## src/common/kds_pkg.sv

```systemverilog
`default_nettype none
package kds_pkg;
	// Internal base rate and the scan timing derived from it.
	localparam int unsigned BASE_FREQ_KHZ = 100;
	localparam int unsigned SCAN_TIME_US  = 5100;
	localparam int unsigned DEBOUNCE_US   = 10300;
	localparam int unsigned KB_ROWS       = 8;
	localparam int unsigned ROW_TICKS     =
		(SCAN_TIME_US * BASE_FREQ_KHZ + KB_ROWS * 1000 - 1) / (KB_ROWS * 1000);
	localparam logic [5:0] ROW_LAST       = 6'(ROW_TICKS - 1);
	localparam logic [1:0] DEB_LAST       = 2'(DEBOUNCE_US / SCAN_TIME_US - 1);
	localparam logic [5:0] BLANK_TICKS    = 6'h04;
	localparam logic [4:0] PRESCALE_RESET = 5'h1F;
	localparam logic [4:0] PRESCALE_MIN   = 5'h02;
	localparam int unsigned FIFO_DEPTH    = 8;
	localparam int unsigned FIFO_WIDTH    = 8;

	// Command opcodes, carried in the top three data bits.
	localparam logic [2:0] CMD_MODE   = 3'h0;
	localparam logic [2:0] CMD_CLOCK  = 3'h1;
	localparam logic [2:0] CMD_RDFIFO = 3'h2;
	localparam logic [2:0] CMD_RDDISP = 3'h3;
	localparam logic [2:0] CMD_WRDISP = 3'h4;
	localparam logic [2:0] CMD_BLANK  = 3'h5;
	localparam logic [2:0] CMD_CLEAR  = 3'h6;
	localparam logic [2:0] CMD_ENDINT = 3'h7;

	// Field positions inside command bytes.
	localparam int unsigned F_AI        = 4;
	localparam int unsigned F_DISP_R    = 4;
	localparam int unsigned F_DISP_16   = 3;
	localparam int unsigned F_DECODE    = 0;
	localparam int unsigned F_INH_A     = 3;
	localparam int unsigned F_INH_B     = 2;
	localparam int unsigned F_BLANK_A   = 1;
	localparam int unsigned F_BLANK_B   = 0;
	localparam int unsigned F_CLR_D     = 4;
	localparam int unsigned F_CLR_D1    = 3;
	localparam int unsigned F_CLR_D0    = 2;
	localparam int unsigned F_CLR_F     = 1;
	localparam int unsigned F_CLR_A     = 0;
	localparam int unsigned F_ERR_MODE  = 4;

	// Clear codes for the display store.
	localparam logic [7:0] CLR_ZERO  = 8'h00;
	localparam logic [7:0] CLR_SPACE = 8'h20;
	localparam logic [7:0] CLR_ONES  = 8'hFF;

	// Input modes, from bits 2:1 of the mode command.
	typedef enum logic [1:0] {
		IN_LOCKOUT  = 2'b00,
		IN_ROLLOVER = 2'b01,
		IN_SENSOR   = 2'b10,
		IN_STROBED  = 2'b11
	} kds_input_t;

	// Source of data reads.
	typedef enum logic {
		RD_FIFO = 1'b0,
		RD_DISP = 1'b1
	} kds_rdsrc_t;

	// All pins that cross into the clock domain, in port order.
	typedef struct packed {
		logic       csN;
		logic       cmdDataSelect;
		logic       rdN;
		logic       wrN;
		logic [7:0] hostData;
		logic [7:0] returnLines;
		logic       shiftIn;
		logic       controlStrobeIn;
	} kds_pins_t;

	// One queued key entry.
	typedef struct packed {
		logic       control;
		logic       shift;
		logic [2:0] row;
		logic [2:0] col;
	} kds_key_t;
endpackage : kds_pkg
`default_nettype wire

```

## src/core/kds_scanner.sv

```systemverilog
// Function
// - Reset selects 16-char left, encoded, lockout, 31.
// - Data bus driven only while chip select and read low.
// - Select line picks command/status versus RAM data.
// - Write strobe accepts, read strobe drives data.
// - Commands latched on write strobe rising edge.
// - Keyboard interrupt follows FIFO, drops during FIFO data reads.
// - Sensor change raises the interrupt.
// - Decode mode gives one-of-four scan.
// - Encode mode gives binary sixteen-position scan.
// - Decode mode shows first four display words.
// - Debounced key queued with shift and control.
// - Strobe rising edge queues return lines.
// - Prescaler and counters make scan timing.
// - Status shows empty, full, count, errors.
// - Status read with select high.
// - Eight-entry FIFO or 64-bit sensor store.
// - Display addresses with optional auto-increment.
// - Nibbles follow scan, masked writes, separate blanking.
// - Blank output during digit switch or command.
// - Sixty-four keys, lockout or rollover.
// - Sensor rows stored each scan until a change is flagged, shift ignored.
// - Prescale values below two act as two.
`default_nettype none

// Small FIFO; the filling side sees inReady low when full.
module kds_fifo
	import kds_pkg::*;
#(
	parameter int unsigned WIDTH = 8,
	parameter int unsigned DEPTH = 8,
	localparam int unsigned AW   = $clog2(DEPTH),
	localparam int unsigned CW   = $clog2(DEPTH + 1)
) (
	input  wire logic             sys_clk,
	input  wire logic             rst,
	input  wire logic             ce,
	input  wire logic             clear,
	input  wire logic             inValid,
	input  wire logic [WIDTH-1:0] inData,
	output logic                  inReady,
	output logic                  outValid,
	output logic      [WIDTH-1:0] outData,
	input  wire logic             outReady,
	output logic      [CW-1:0]    count
);
	typedef struct packed {
		logic [DEPTH-1:0][WIDTH-1:0] mem;
		logic [AW-1:0]               wp;
		logic [AW-1:0]               rp;
		logic [CW-1:0]               cnt;
	} kds_fifo_st_t;

	kds_fifo_st_t st;
	kds_fifo_st_t next_st;
	logic         push;
	logic         pop;

	assign inReady  = st.cnt != CW'(DEPTH);
	assign outValid = st.cnt != '0;
	assign outData  = st.mem[st.rp];
	assign count    = st.cnt;

	// Pointers wrap at the depth, so it need not be a power of two.
	always_comb begin
		next_st = st;
		push    = inValid && inReady;
		pop     = outValid && outReady;
		if (push) begin
			next_st.mem[st.wp] = inData;
			next_st.wp         = (st.wp == AW'(DEPTH - 1)) ? '0 : st.wp + AW'(1);
		end
		if (pop) begin
			next_st.rp = (st.rp == AW'(DEPTH - 1)) ? '0 : st.rp + AW'(1);
		end
		if (push && !pop) begin
			next_st.cnt = st.cnt + CW'(1);
		end else if (pop && !push) begin
			next_st.cnt = st.cnt - CW'(1);
		end
		if (clear) begin
			next_st.wp  = '0;
			next_st.rp  = '0;
			next_st.cnt = '0;
		end
	end

	// One register stage for the whole FIFO state.
	always_ff @(posedge sys_clk) begin
		if (rst) begin
			st <= '0;
		end else if (ce) begin
			st <= next_st;
		end
	end
endmodule : kds_fifo

module kds_scanner
	import kds_pkg::*;
(
	input  wire logic       sys_clk,
	input  wire logic       rst,
	input  wire logic       ce,
	input  wire logic       csN,
	input  wire logic       cmdDataSelect,
	input  wire logic       rdN,
	input  wire logic       wrN,
	input  wire logic [7:0] hostDataIn,
	output logic      [7:0] hostDataOut,
	output logic            hostDataOe,
	output logic            irq,
	output logic      [3:0] scanLines,
	input  wire logic [7:0] returnLines,
	input  wire logic       shiftIn,
	input  wire logic       controlStrobeIn,
	output logic      [3:0] displayNibbleA,
	output logic      [3:0] displayNibbleB,
	output logic            displayBlankN
);
	typedef struct packed {
		kds_pins_t              s1;
		kds_pins_t              s2;
		kds_pins_t              s3;
		kds_pins_t              flt;
		logic                   dispRight;
		logic                   disp16;
		kds_input_t             inMode;
		logic                   decode;
		logic [4:0]             prescale;
		logic [4:0]             preCnt;
		logic [5:0]             tickCnt;
		logic [3:0]             scanCnt;
		kds_rdsrc_t             rdSrc;
		logic                   dispAi;
		logic [3:0]             dispAddr;
		logic                   sensAi;
		logic [2:0]             sensAddr;
		logic                   inhA;
		logic                   inhB;
		logic                   blankA;
		logic                   blankB;
		logic [7:0]             clrCode;
		logic                   errMode;
		logic                   ovr;
		logic                   und;
		logic                   sensIrq;
		logic                   irq;
		logic [15:0][7:0]       disp;
		logic [7:0][7:0]        sensor;
		logic [63:0]            keyDown;
		logic                   candValid;
		logic [2:0]             candRow;
		logic [2:0]             candCol;
		logic [1:0]             candAge;
		logic [7:0]             readData;
		logic [3:0]             outA;
		logic [3:0]             outB;
		logic                   blankN;
		logic [3:0]             scanOut;
	} kds_st_t;

	kds_st_t    st;
	kds_st_t    next_st;
	kds_pins_t  pinsNow;
	kds_pins_t  p;
	logic [4:0] divisor;
	logic       baseTick;
	logic       rowEnd;
	logic       wrRise;
	logic       rdRise;
	logic       stbRise;
	logic       reading;
	logic [2:0] kbRow;
	logic [3:0] dAddr;
	logic [7:0] closed;
	logic [7:0] status;
	logic       found;
	logic [2:0] newCol;
	logic       fifoPush;
	kds_key_t   fifoPushData;
	logic       fifoPop;
	logic       fifoClr;
	logic       fifoInReady;
	logic       fifoOutValid;
	logic [7:0] fifoOutData;
	logic [3:0] fifoCount;

	assign pinsNow = {csN, cmdDataSelect, rdN, wrN, hostDataIn, returnLines, shiftIn,
		controlStrobeIn};

	// Output enable follows the raw pins so the bus is released at once.
	assign hostDataOe     = !csN && !rdN;
	assign hostDataOut    = st.readData;
	assign irq            = st.irq;
	assign scanLines      = st.scanOut;
	assign displayNibbleA = st.outA;
	assign displayNibbleB = st.outB;
	assign displayBlankN  = st.blankN;

	kds_fifo #(
		.WIDTH(FIFO_WIDTH),
		.DEPTH(FIFO_DEPTH)
	) u_fifo (
		.sys_clk (sys_clk),
		.rst     (rst),
		.ce      (ce),
		.clear   (fifoClr),
		.inValid (fifoPush),
		.inData  (fifoPushData),
		.inReady (fifoInReady),
		.outValid(fifoOutValid),
		.outData (fifoOutData),
		.outReady(fifoPop),
		.count   (fifoCount)
	);

	// Reset state; the filtered pins start at their idle high level.
	function automatic kds_st_t resetState();
		kds_st_t r;
		r          = '0;
		r.s1       = '1;
		r.s2       = '1;
		r.s3       = '1;
		r.flt      = '1;
		r.disp16   = 1'b1;
		r.inMode   = IN_LOCKOUT;
		r.prescale = PRESCALE_RESET;
		// The sensor store starts at the open level of the pulled-up returns,
		// so entering sensor mode with nothing closed raises no false change.
		r.sensor   = '1;
		r.blankN   = 1'b0;
		return r;
	endfunction : resetState

	// All behaviour; the clear command is done in one cycle, so the busy bit stays low.
	always_comb begin
		next_st      = st;
		fifoPush     = 1'b0;
		fifoPushData = '0;
		fifoPop      = 1'b0;
		fifoClr      = 1'b0;
		found        = 1'b0;
		newCol       = '0;
		p            = st.flt;
		closed       = ~p.returnLines;
		// A pin change counts only once stages two and three agree.
		next_st.s1  = pinsNow;
		next_st.s2  = st.s1;
		next_st.s3  = st.s2;
		next_st.flt = (~(st.s2 ^ st.s3) & st.s2) | ((st.s2 ^ st.s3) & st.flt);
		wrRise      = !st.flt.wrN && next_st.flt.wrN;
		rdRise      = !st.flt.rdN && next_st.flt.rdN;
		stbRise     = !st.flt.controlStrobeIn && next_st.flt.controlStrobeIn;
		reading     = !p.csN && !p.rdN;
		// Timing chain.
		divisor  = (st.prescale < PRESCALE_MIN) ? PRESCALE_MIN : st.prescale;
		baseTick = st.preCnt >= divisor - 5'h01;
		rowEnd   = baseTick && st.tickCnt == ROW_LAST;
		next_st.preCnt = baseTick ? 5'h00 : st.preCnt + 5'h01;
		if (baseTick) begin
			next_st.tickCnt = st.tickCnt + 6'h01;
		end
		if (rowEnd) begin
			next_st.scanCnt = st.scanCnt + 4'h1;
		end
		kbRow = st.decode ? {1'b0, st.scanCnt[1:0]} : st.scanCnt[2:0];
		// Status word: busy, sensor error, overrun, underrun, full, count.
		status = {1'b0, st.errMode && st.inMode == IN_SENSOR && |(~st.sensor),
			st.ovr, st.und, fifoCount[3], fifoCount[2:0]};
		// Read data tracks its source until the strobe is low, then holds.
		if (!reading) begin
			if (p.cmdDataSelect) begin
				next_st.readData = status;
			end else if (st.rdSrc == RD_DISP) begin
				next_st.readData = st.disp[st.dispAddr];
			end else if (st.inMode == IN_SENSOR) begin
				next_st.readData = st.sensor[st.sensAddr];
			end else begin
				next_st.readData = fifoOutData;
			end
		end
		// The end of a data read advances the selected source.
		if (rdRise && !p.csN && !p.cmdDataSelect) begin
			if (st.rdSrc == RD_DISP) begin
				if (st.dispAi) begin
					next_st.dispAddr = st.dispAddr + 4'h1;
				end
			end else if (st.inMode == IN_SENSOR) begin
				if (st.sensAi) begin
					next_st.sensAddr = st.sensAddr + 3'h1;
				end
			end else if (fifoOutValid) begin
				fifoPop = 1'b1;
			end else begin
				next_st.und = 1'b1;
			end
		end
		// Host writes, taken at the rising write strobe.
		if (wrRise && !p.csN) begin
			if (p.cmdDataSelect) begin
				case (p.hostData[7:5])
					CMD_MODE: begin
						next_st.dispRight = p.hostData[F_DISP_R];
						next_st.disp16    = p.hostData[F_DISP_16];
						next_st.inMode    = kds_input_t'(p.hostData[2:1]);
						next_st.decode    = p.hostData[F_DECODE];
					end
					CMD_CLOCK: begin
						next_st.prescale = p.hostData[4:0];
					end
					CMD_RDFIFO: begin
						next_st.rdSrc    = RD_FIFO;
						next_st.sensAi   = p.hostData[F_AI];
						next_st.sensAddr = p.hostData[2:0];
					end
					CMD_RDDISP, CMD_WRDISP: begin
						// Only the read command switches the read source.
						if (p.hostData[5]) begin
							next_st.rdSrc = RD_DISP;
						end
						next_st.dispAi   = p.hostData[F_AI];
						next_st.dispAddr = p.hostData[3:0];
					end
					CMD_BLANK: begin
						next_st.inhA   = p.hostData[F_INH_A];
						next_st.inhB   = p.hostData[F_INH_B];
						next_st.blankA = p.hostData[F_BLANK_A];
						next_st.blankB = p.hostData[F_BLANK_B];
					end
					CMD_CLEAR: begin
						if (!p.hostData[F_CLR_D]) begin
							next_st.clrCode = CLR_ZERO;
						end else if (!p.hostData[F_CLR_D1]) begin
							next_st.clrCode = CLR_ZERO;
						end else begin
							next_st.clrCode = p.hostData[F_CLR_D0] ? CLR_ONES : CLR_SPACE;
						end
						if (p.hostData[F_CLR_D] || p.hostData[F_CLR_A]) begin
							next_st.disp = {16{next_st.clrCode}};
						end
						if (p.hostData[F_CLR_F] || p.hostData[F_CLR_A]) begin
							fifoClr          = 1'b1;
							next_st.ovr      = 1'b0;
							next_st.und      = 1'b0;
							next_st.sensIrq  = 1'b0;
							next_st.sensAddr = 3'h0;
						end
						if (p.hostData[F_CLR_A]) begin
							next_st.preCnt  = 5'h00;
							next_st.tickCnt = 6'h00;
							next_st.scanCnt = 4'h0;
						end
					end
					CMD_ENDINT: begin
						next_st.sensIrq = 1'b0;
						next_st.errMode = p.hostData[F_ERR_MODE];
					end
					default: begin
						next_st.errMode = st.errMode;
					end
				endcase
			end else begin
				// Masked nibble writes keep the other port untouched.
				if (!st.inhA) begin
					next_st.disp[st.dispAddr][7:4] = p.hostData[7:4];
				end
				if (!st.inhB) begin
					next_st.disp[st.dispAddr][3:0] = p.hostData[3:0];
				end
				if (st.dispAi) begin
					next_st.dispAddr = st.dispAddr + 4'h1;
				end
			end
		end
		// Row sampling at the end of each scan position.
		if (rowEnd) begin
			case (st.inMode)
				IN_LOCKOUT, IN_ROLLOVER: begin
					for (int c = 0; c < 8; c++) begin
						if (!closed[c]) begin
							next_st.keyDown[{kbRow, 3'(c)}] = 1'b0;
						end
					end
					if (st.candValid && st.candRow == kbRow) begin
						if (!closed[st.candCol]) begin
							next_st.candValid = 1'b0;
						end else if (st.candAge == DEB_LAST) begin
							// Key held across the debounce wait; queue it.
							fifoPush          = 1'b1;
							fifoPushData      = {p.controlStrobeIn, p.shiftIn, kbRow,
								st.candCol};
							next_st.keyDown[{kbRow, st.candCol}] = 1'b1;
							next_st.candValid = 1'b0;
						end else begin
							next_st.candAge = st.candAge + 2'h1;
						end
					end else if (!st.candValid) begin
						// Lockout waits for all keys up; rollover takes any new key.
						for (int c = 7; c >= 0; c--) begin
							if (closed[c] && !st.keyDown[{kbRow, 3'(c)}] &&
									(st.inMode == IN_ROLLOVER || st.keyDown == '0)) begin
								found  = 1'b1;
								newCol = 3'(c);
							end
						end
						if (found) begin
							next_st.candValid = 1'b1;
							next_st.candRow   = kbRow;
							next_st.candCol   = newCol;
							next_st.candAge   = 2'h0;
						end
					end
				end
				IN_SENSOR: begin
					// Store writes stop while an unacknowledged change stands.
					if (!st.sensIrq) begin
						next_st.sensor[kbRow] = p.returnLines;
						if (st.sensor[kbRow] != p.returnLines) begin
							next_st.sensIrq = 1'b1;
						end
					end
				end
				default: begin
					next_st.candValid = 1'b0;
				end
			endcase
		end
		if (st.inMode == IN_STROBED && stbRise) begin
			fifoPush     = 1'b1;
			fifoPushData = p.returnLines;
		end
		// A push refused by a full FIFO is lost and flagged.
		if (fifoPush && !fifoInReady) begin
			next_st.ovr = 1'b1;
		end
		// Interrupt: FIFO level in key modes, change flag in sensor mode.
		if (st.inMode == IN_SENSOR) begin
			next_st.irq = next_st.sensIrq;
		end else begin
			next_st.irq = fifoOutValid && !fifoClr && !(reading && !p.cmdDataSelect &&
				st.rdSrc == RD_FIFO);
		end
		// Display and scan outputs, one register behind the counter.
		if (st.decode) begin
			next_st.scanOut = 4'h1 << st.scanCnt[1:0];
			dAddr           = {2'b00, st.scanCnt[1:0]};
		end else begin
			next_st.scanOut = st.scanCnt;
			dAddr           = st.disp16 ? st.scanCnt : {1'b0, st.scanCnt[2:0]};
		end
		next_st.outA   = st.blankA ? st.clrCode[7:4] : st.disp[dAddr][7:4];
		next_st.outB   = st.blankB ? st.clrCode[3:0] : st.disp[dAddr][3:0];
		next_st.blankN = !(st.tickCnt < BLANK_TICKS || (st.blankA && st.blankB));
	end

	always_ff @(posedge sys_clk) begin
		if (rst) begin
			st <= resetState();
		end else if (ce) begin
			st <= next_st;
		end
	end
endmodule : kds_scanner
`default_nettype wire

```

## config.mk

```make
export PLATFORM = sky130hd
export DESIGN_NAME = kds_scanner
export DESIGN_NICKNAME = d
export VERILOG_FILES = /design/src/common/kds_pkg.sv /design/src/core/kds_scanner.sv
export SDC_FILE = /design/constraint.sdc
export NUM_CORES = 1
export LEC_CHECK = 0
export ABC_AREA = 1
export BUFFER_PORTS_ARGS = -buffer_cell sky130_fd_sc_hd__clkbuf_2
export CORE_ASPECT_RATIO = 1.1
export CORE_MARGIN = 2
export CORE_UTILIZATION = 57
export DETAILED_ROUTE_END_ITERATION = 7
export GPL_ROUTABILITY_DRIVEN = 0
export MAX_ROUTING_LAYER = met4
export PLACE_DENSITY = 0.81
export SLEW_MARGIN = 20
export SYNTH_ARGS = -nofsm -noshare
export SYNTH_HDL_FRONTEND = slang
export SYNTH_HIERARCHICAL = 1
export SYNTH_SLANG_ARGS = --single-unit
```

## constraint.sdc

```tcl
create_clock -name sys_clk -period 12.25 [get_ports sys_clk]
set_input_delay 2.45 -clock sys_clk [delete_from_list [all_inputs] [get_ports sys_clk]]
set_output_delay 2.45 -clock sys_clk [all_outputs]
set_load 0.01 [all_outputs]
```

* Word level (Yosys, flattened, before mapping)
Cells that the tools add are included.
Cells by class: $add $sub $neg 11, multipliers 0, divide/modulo/power cells 0, order comparisons 31, equality and inequality tests 24, shifts and indexed selects 1, multiplexer cells 199, bitwise operators 30, reductions and logical operators 112
Operators with widths (count):
- 64-bit two-way mux | 26
- 128-bit two-way mux | 7
- 64-bit AND | 8
- 128-bit bitwise mux | 2
- 8-bit two-way mux | 21
- 64-bit bitwise mux | 2
- 64-bit NOT | 2
- 8-bit binary-select mux with 3-bit select | 3
- 65-bit two-way mux | 1
- 8-bit binary-select mux with 4-bit select | 2
- 8-bit demux with 4-bit select | 2
- 64-bit zero test | 1
- 57-bit NOT with 64-bit output | 1
- 58-bit NOT with 64-bit output | 1
- 59-bit NOT with 64-bit output | 1
- 60-bit NOT with 64-bit output | 1
- 61-bit NOT with 64-bit output | 1
- 62-bit NOT with 64-bit output | 1
- 63-bit NOT with 64-bit output | 1
- 64-bit OR | 1
- 64-bit OR reduction | 1
- 6-bit by 7-bit < comparator with 1-bit output (second input constant) | 9
- 4-bit two-way mux | 15
- 1-bit two-way mux | 59
- other kinds (64) | 239
Storage, ports and cells: register bits 499, latch bits 0, memory bits (writable) 0, memory bits (read-only) 0, input bits 25, output and inout bits 23, word-level logic and storage cells 507, memories kept 0

* Depth between registers and ports, before layout
word-level depth 43, mapped depth 27, mapped depth without buffers 26

* Modules after synthesis
Netlist, hierarchy kept.
By module, submodules not included:
- kds_scanner | instances 1, cells an instance 3312, area each 22165.0 µm², sequential area each 8388.0 µm²
- kds_fifo | instances 1, cells an instance 621, area each 4073.9 µm², sequential area each 1481.4 µm²

* Least setup slack after synthesis
Ideal clock, no wire load.
path type in2out, from input rdN, to output hostDataOe, data arrival time 2619 ps, required time 9800 ps, slack 7181 ps, cell stages on the path 1, path buffers 0, cells stage by stage nor2_1
Between the ends: word-level cells in the longest chain between the ends 2
RTL lines:
- start: declaration | RTL line kds_scanner.sv:106 | input wire logic rdN,
- 1-bit zero test | RTL line kds_scanner.sv:192 | assign hostDataOe = !csN && !rdN;
- 1-bit logical AND | RTL line kds_scanner.sv:192
- end: declaration | RTL line kds_scanner.sv:110 | output logic hostDataOe,
Every way passes these cells.

* Final worst setup path
from input ce, to register st[21] in the netlist's numbering
Between the ends: word-level cells in the longest chain between the ends 1
RTL lines:
- start: declaration | RTL line kds_scanner.sv:103 | input wire logic ce,
- 7-bit AND reduction (no source line)
- end signal: assignment | RTL line kds_scanner.sv:458 | st <= resetState();
- end signal: assignment | RTL line kds_scanner.sv:460 | st <= next_st;
- end: declaration | RTL line kds_scanner.sv:162 | kds_st_t st;
Every way passes these cells. A chain may end at the register's enable or synchronous reset.

==> impl_summary.md <==
Status
The flow ran to the end, and the final reports show no timing, DRC or antenna violations.

STA
In the final timing run, aggregate negative setup slack is 0 ns. Of the available clock period, the critical path in the final layout requires 45.00%. On the final layout, the worst clock skew is 0.02583 ns.

Setup repair after global routing left no endpoint under its margin. The setup violation total in the final timing report is 0. The routed design could run at a clock period as short as 5.512 ns. Headroom to the max-slew limit came out at 19.35%. The max-slew violation total from the final report is 0. The maximum operating frequency is 181.4 MHz. The count of final hold-check violations came to 0. The measured slew at the worst slew-check pin is 1.205 ns.

Worst setup path
The worst setup path is of the input port to register kind. The element type at the critical path end is a register. The capturing point of the worst reg2reg path is u_fifo/count[3].

The worst reg2reg path startpoint is st[330]. The critical path starts at ce. The largest fanout on the critical path is 85. The most critical setup path has its endpoint at st[21]. The reg-to-reg setup timing slack is 7.26 ns. The worst setup path is launched from an input port. The number of cells on the worst reg-to-reg path is 24. The required time of the critical path is 12.80 ns. Data arrives at the worst endpoint at 6.06 ns.

Synth
Counting flops with a built-in enable in the synthesized netlist gives 0. The flip-flop cell with the highest count after synthesis is sky130_fd_sc_hd__dfxtp_1. After synthesis, the mean cell area works out to 6.671 um^2.

Ranked by total cell area, the synthesized netlist is headed by sky130_fd_sc_hd__dfxtp_1 38%, sky130_fd_sc_hd__nand2_1 12%, sky130_fd_sc_hd__o21ai_0 10%. The post-synthesis sequential element count is 493. The biggest area contributor in the post-synthesis netlist is sky130_fd_sc_hd__dfxtp_1.

The area share of the leading cell type in the synthesized netlist is 37.61%. The number of instances in the synthesized netlist is 3,933. Synthesis instantiated 54 different standard cells from the library. Of all flip-flops after synthesis, the portion carrying an async set or reset was 0%.

The yosys synthesis warning count is 6. Counting instances in the post-synthesis netlist gives the leading cell types as 868 x sky130_fd_sc_hd__nand2_1, 547 x sky130_fd_sc_hd__o21ai_0, 500 x sky130_fd_sc_hd__nor2_1, 493 x sky130_fd_sc_hd__dfxtp_1, 291 x sky130_fd_sc_hd__a21oi_1. The post-synth net total is 3,984. The mapped netlist covers 0.02624 mm^2. The most common cell in the netlist is sky130_fd_sc_hd__nand2_1. The share of the Yosys chip area taken by registers is 37.61%.

Floorplanning
The boundary pin count is 48. The die is 229.0 um tall. The number of standard-cell rows in the floorplan is 82. The placeable core region is 0.04555 mm^2. The die covers 0.04777 mm^2. From left edge to right edge, the die measures 208.6 um. For this configuration, the core starts out at a cell density of approximately 58%.

Detailed routing
The sum of routed wire length over all layers is 84,100 um. In the routed design, unresolved DRC markers number 0. The number of violations reported at the end of detailed-routing iteration 0 is 3,904. For this run, the detailed router's first-pass iteration total came to 6. The via density per instance is roughly 6.3. For this block, the via count after detailed routing is ~28k.

The remaining number of nets flagged by the antenna check after routing is 0. After detailed routing, the average wire length per cell comes to 19.09 um.

Layout
The share of post-route cells with drive strength above 1 is 6.550%. The area used by multi-input combinational logic is 0.01402 mm^2. The finished cells cover around 0.028 mm^2. The number of fill cells in the layout is 4,226. Compared with the post-synthesis result, the final layout area differs by 6.824%. Registers take 0.009873 mm^2.

The final net count is 3,830.

Clocking
Clock latency on the worst-skew pair, taken at its later pin, is 0.62 ns. The H-tree was split into 2 levels. The clock drives 493 sinks. The tree is rooted in a sky130_fd_sc_hd__clkbuf_16.

The CTS tree is yes. The maximum number of buffers from clock root to sink is 3. In this run, post-CTS repair resized a total of 0 instances. TritonCTS created 48 clock buffers. The number of setup buffers added after CTS is 0. The number of hold buffers added after CTS was 0. The clock-pin slew of the registers on the worst-case setup and hold paths is about 0.06 ns.

Placement
The number of port buffers is 47. The instance area at placement is approximately 0.026 mm^2. Once detailed placement completed, the half-perimeter wirelength came to 53,830 um.

GRT
For met1 alone, demand over resource in global routing was 46.43%. The first global-routing pass estimated approximately 130,000 um of wire. The overall overflow remaining after global route is 0. The met3 usage in global routing is 6.458%. The number of global-route vias before repair is 24.45k. The maximum number of pins on one net before global-route repair is 194. In the global route stage, overall resource usage came out at a little over a third. The met2 capacity usage during global routing is 51.54%. The number of antenna violations at the first check in global routing is 0. The busiest metal layer after global routing is met2.

Power
The maximum vdd ir drop is 0.0001226 V. The analysis attributes to cell leakage a power of 0.01179 uW. The power per standard cell area is 124.1 mW/mm^2.

Job
The number of max-capacitance violations reported is 0.

Min path
The path class of the tightest hold or removal check is register to register.
[per-stage QoR]
| stage | hold WS [ns] | cells | util [%] | total power (uW) | setup WS (ns) |
|---|---|---|---|---|---|
| 2_1_floorplan | 0.4287 | 3933 | - | 1791 | 7.181 |
| 6_report | 0.4561 | 4406 | 61.53 | 3478 | 6.738 |
| 4_1_cts | 0.4598 | 4405 | 61.52 | 3478 | 6.871 |
| 3_3_place_gp | 0.4387 | 4316 | 57.56 | 1833 | 6.294 |
| 5_1_grt | 0.4821 | 4405 | 61.52 | 3570 | 6.498 |
| 3_5_place_dp | 0.4438 | 4317 | 57.62 | 1836 | 6.244 |
[worst max-delay path: stages]
cell,delay [ns]
sky130_fd_sc_hd__buf_4,0.25
sky130_fd_sc_hd__clkinv_2,0.36
sky130_fd_sc_hd__buf_4,0.70
sky130_fd_sc_hd__nor2_2,0.19
sky130_fd_sc_hd__nand2_2,0.10
sky130_fd_sc_hd__buf_4,0.72
sky130_fd_sc_hd__clkinv_1,0.63
sky130_fd_sc_hd__o21a_1,0.30
sky130_fd_sc_hd__nand3_1,0.09
sky130_fd_sc_hd__nand2_1,0.05
sky130_fd_sc_hd__nor2_1,0.11
[cell families (layout without fill, tap and decap cells)]
logic type | count (synthesis) | count (layout) | synth area share [%]
AO/OA/AOI/OAI | 1112 | 1112 | 23.77
XOR/XNOR | 15 | 15 | 0.5007
adder cells (fa/ha/maj) | 26 | 26 | 1.268
buffers and inverters | 573 | 457 | 9.017
flip-flops | 493 | 493 | 37.61
other | 0 | 1 | 0
AND/OR/NAND/NOR | 1714 | 1714 | 27.83
[layer usage]
metal | wire length (um) | part of all wire (%)
met5 | 0 | 0
met4 | 4464 | 5.3
met3 | 10020 | 12
met2 | 35960 | 43
met1 | 33660 | 40
[placed cells by master, fill, tap and decap left out, drive strengths merged, types with 23 or more instances in the layout]
cell type and n:
nand2 873, o21ai 554, nor3 40, ha 25, inv 278, clkbuf 108, nand4 92, a221oi 31
o211ai 116, dfxtp 493, buf 37, clkinv 23, a21oi 293, nor2 529, nand3 157, o31ai 43
[worst min-delay path by stage]
stage	startpoint	endpoint	slack [ns]	cells past startpoint
2_1_floorplan	next_st[363]	next_st[363]	0.43	2
3_3_place_gp	next_st[392]	next_st[392]	0.44	2
3_5_place_dp	next_st[376]	next_st[376]	0.44	2
4_1_cts	next_st[372]	next_st[372]	0.46	2
5_1_grt	next_st[373]	next_st[373]	0.48	2
6_report	next_st[392]	next_st[392]	0.46	2
[final cells by class]
cell class | instances | area share, %
clock buffer | 63 | 4.843
timing repair buffer | 82 | 1.866
multi-input combinational | 2867 | 50.04
antenna | 1 | 0.008928
clock inverter | 25 | 1.495
inverter | 287 | 3.901
sequential | 493 | 35.22
tap | 588 | 2.625
[state kept, by name (all words and copies together) (netlist names), named ones only]
name            cells
p                   3
displayNibbleB      4
next_st            44
displayNibbleA      4
st                331
u_fifo/count        4
irq                 1
hostDataOut         8
u_fifo/st          70
displayBlankN       1
scanLines           4
[where the power goes]
part	total, uW	leakage (uW)	switching [uW]	internal, uW
Sequential	1640	0.00400	19.9	1620
Clock	1670	0.000875	675	996
Combinational	165	0.00692	122	43.3
Total	3480	0.0118	816	2660
(Power assumes the default switching activity.)
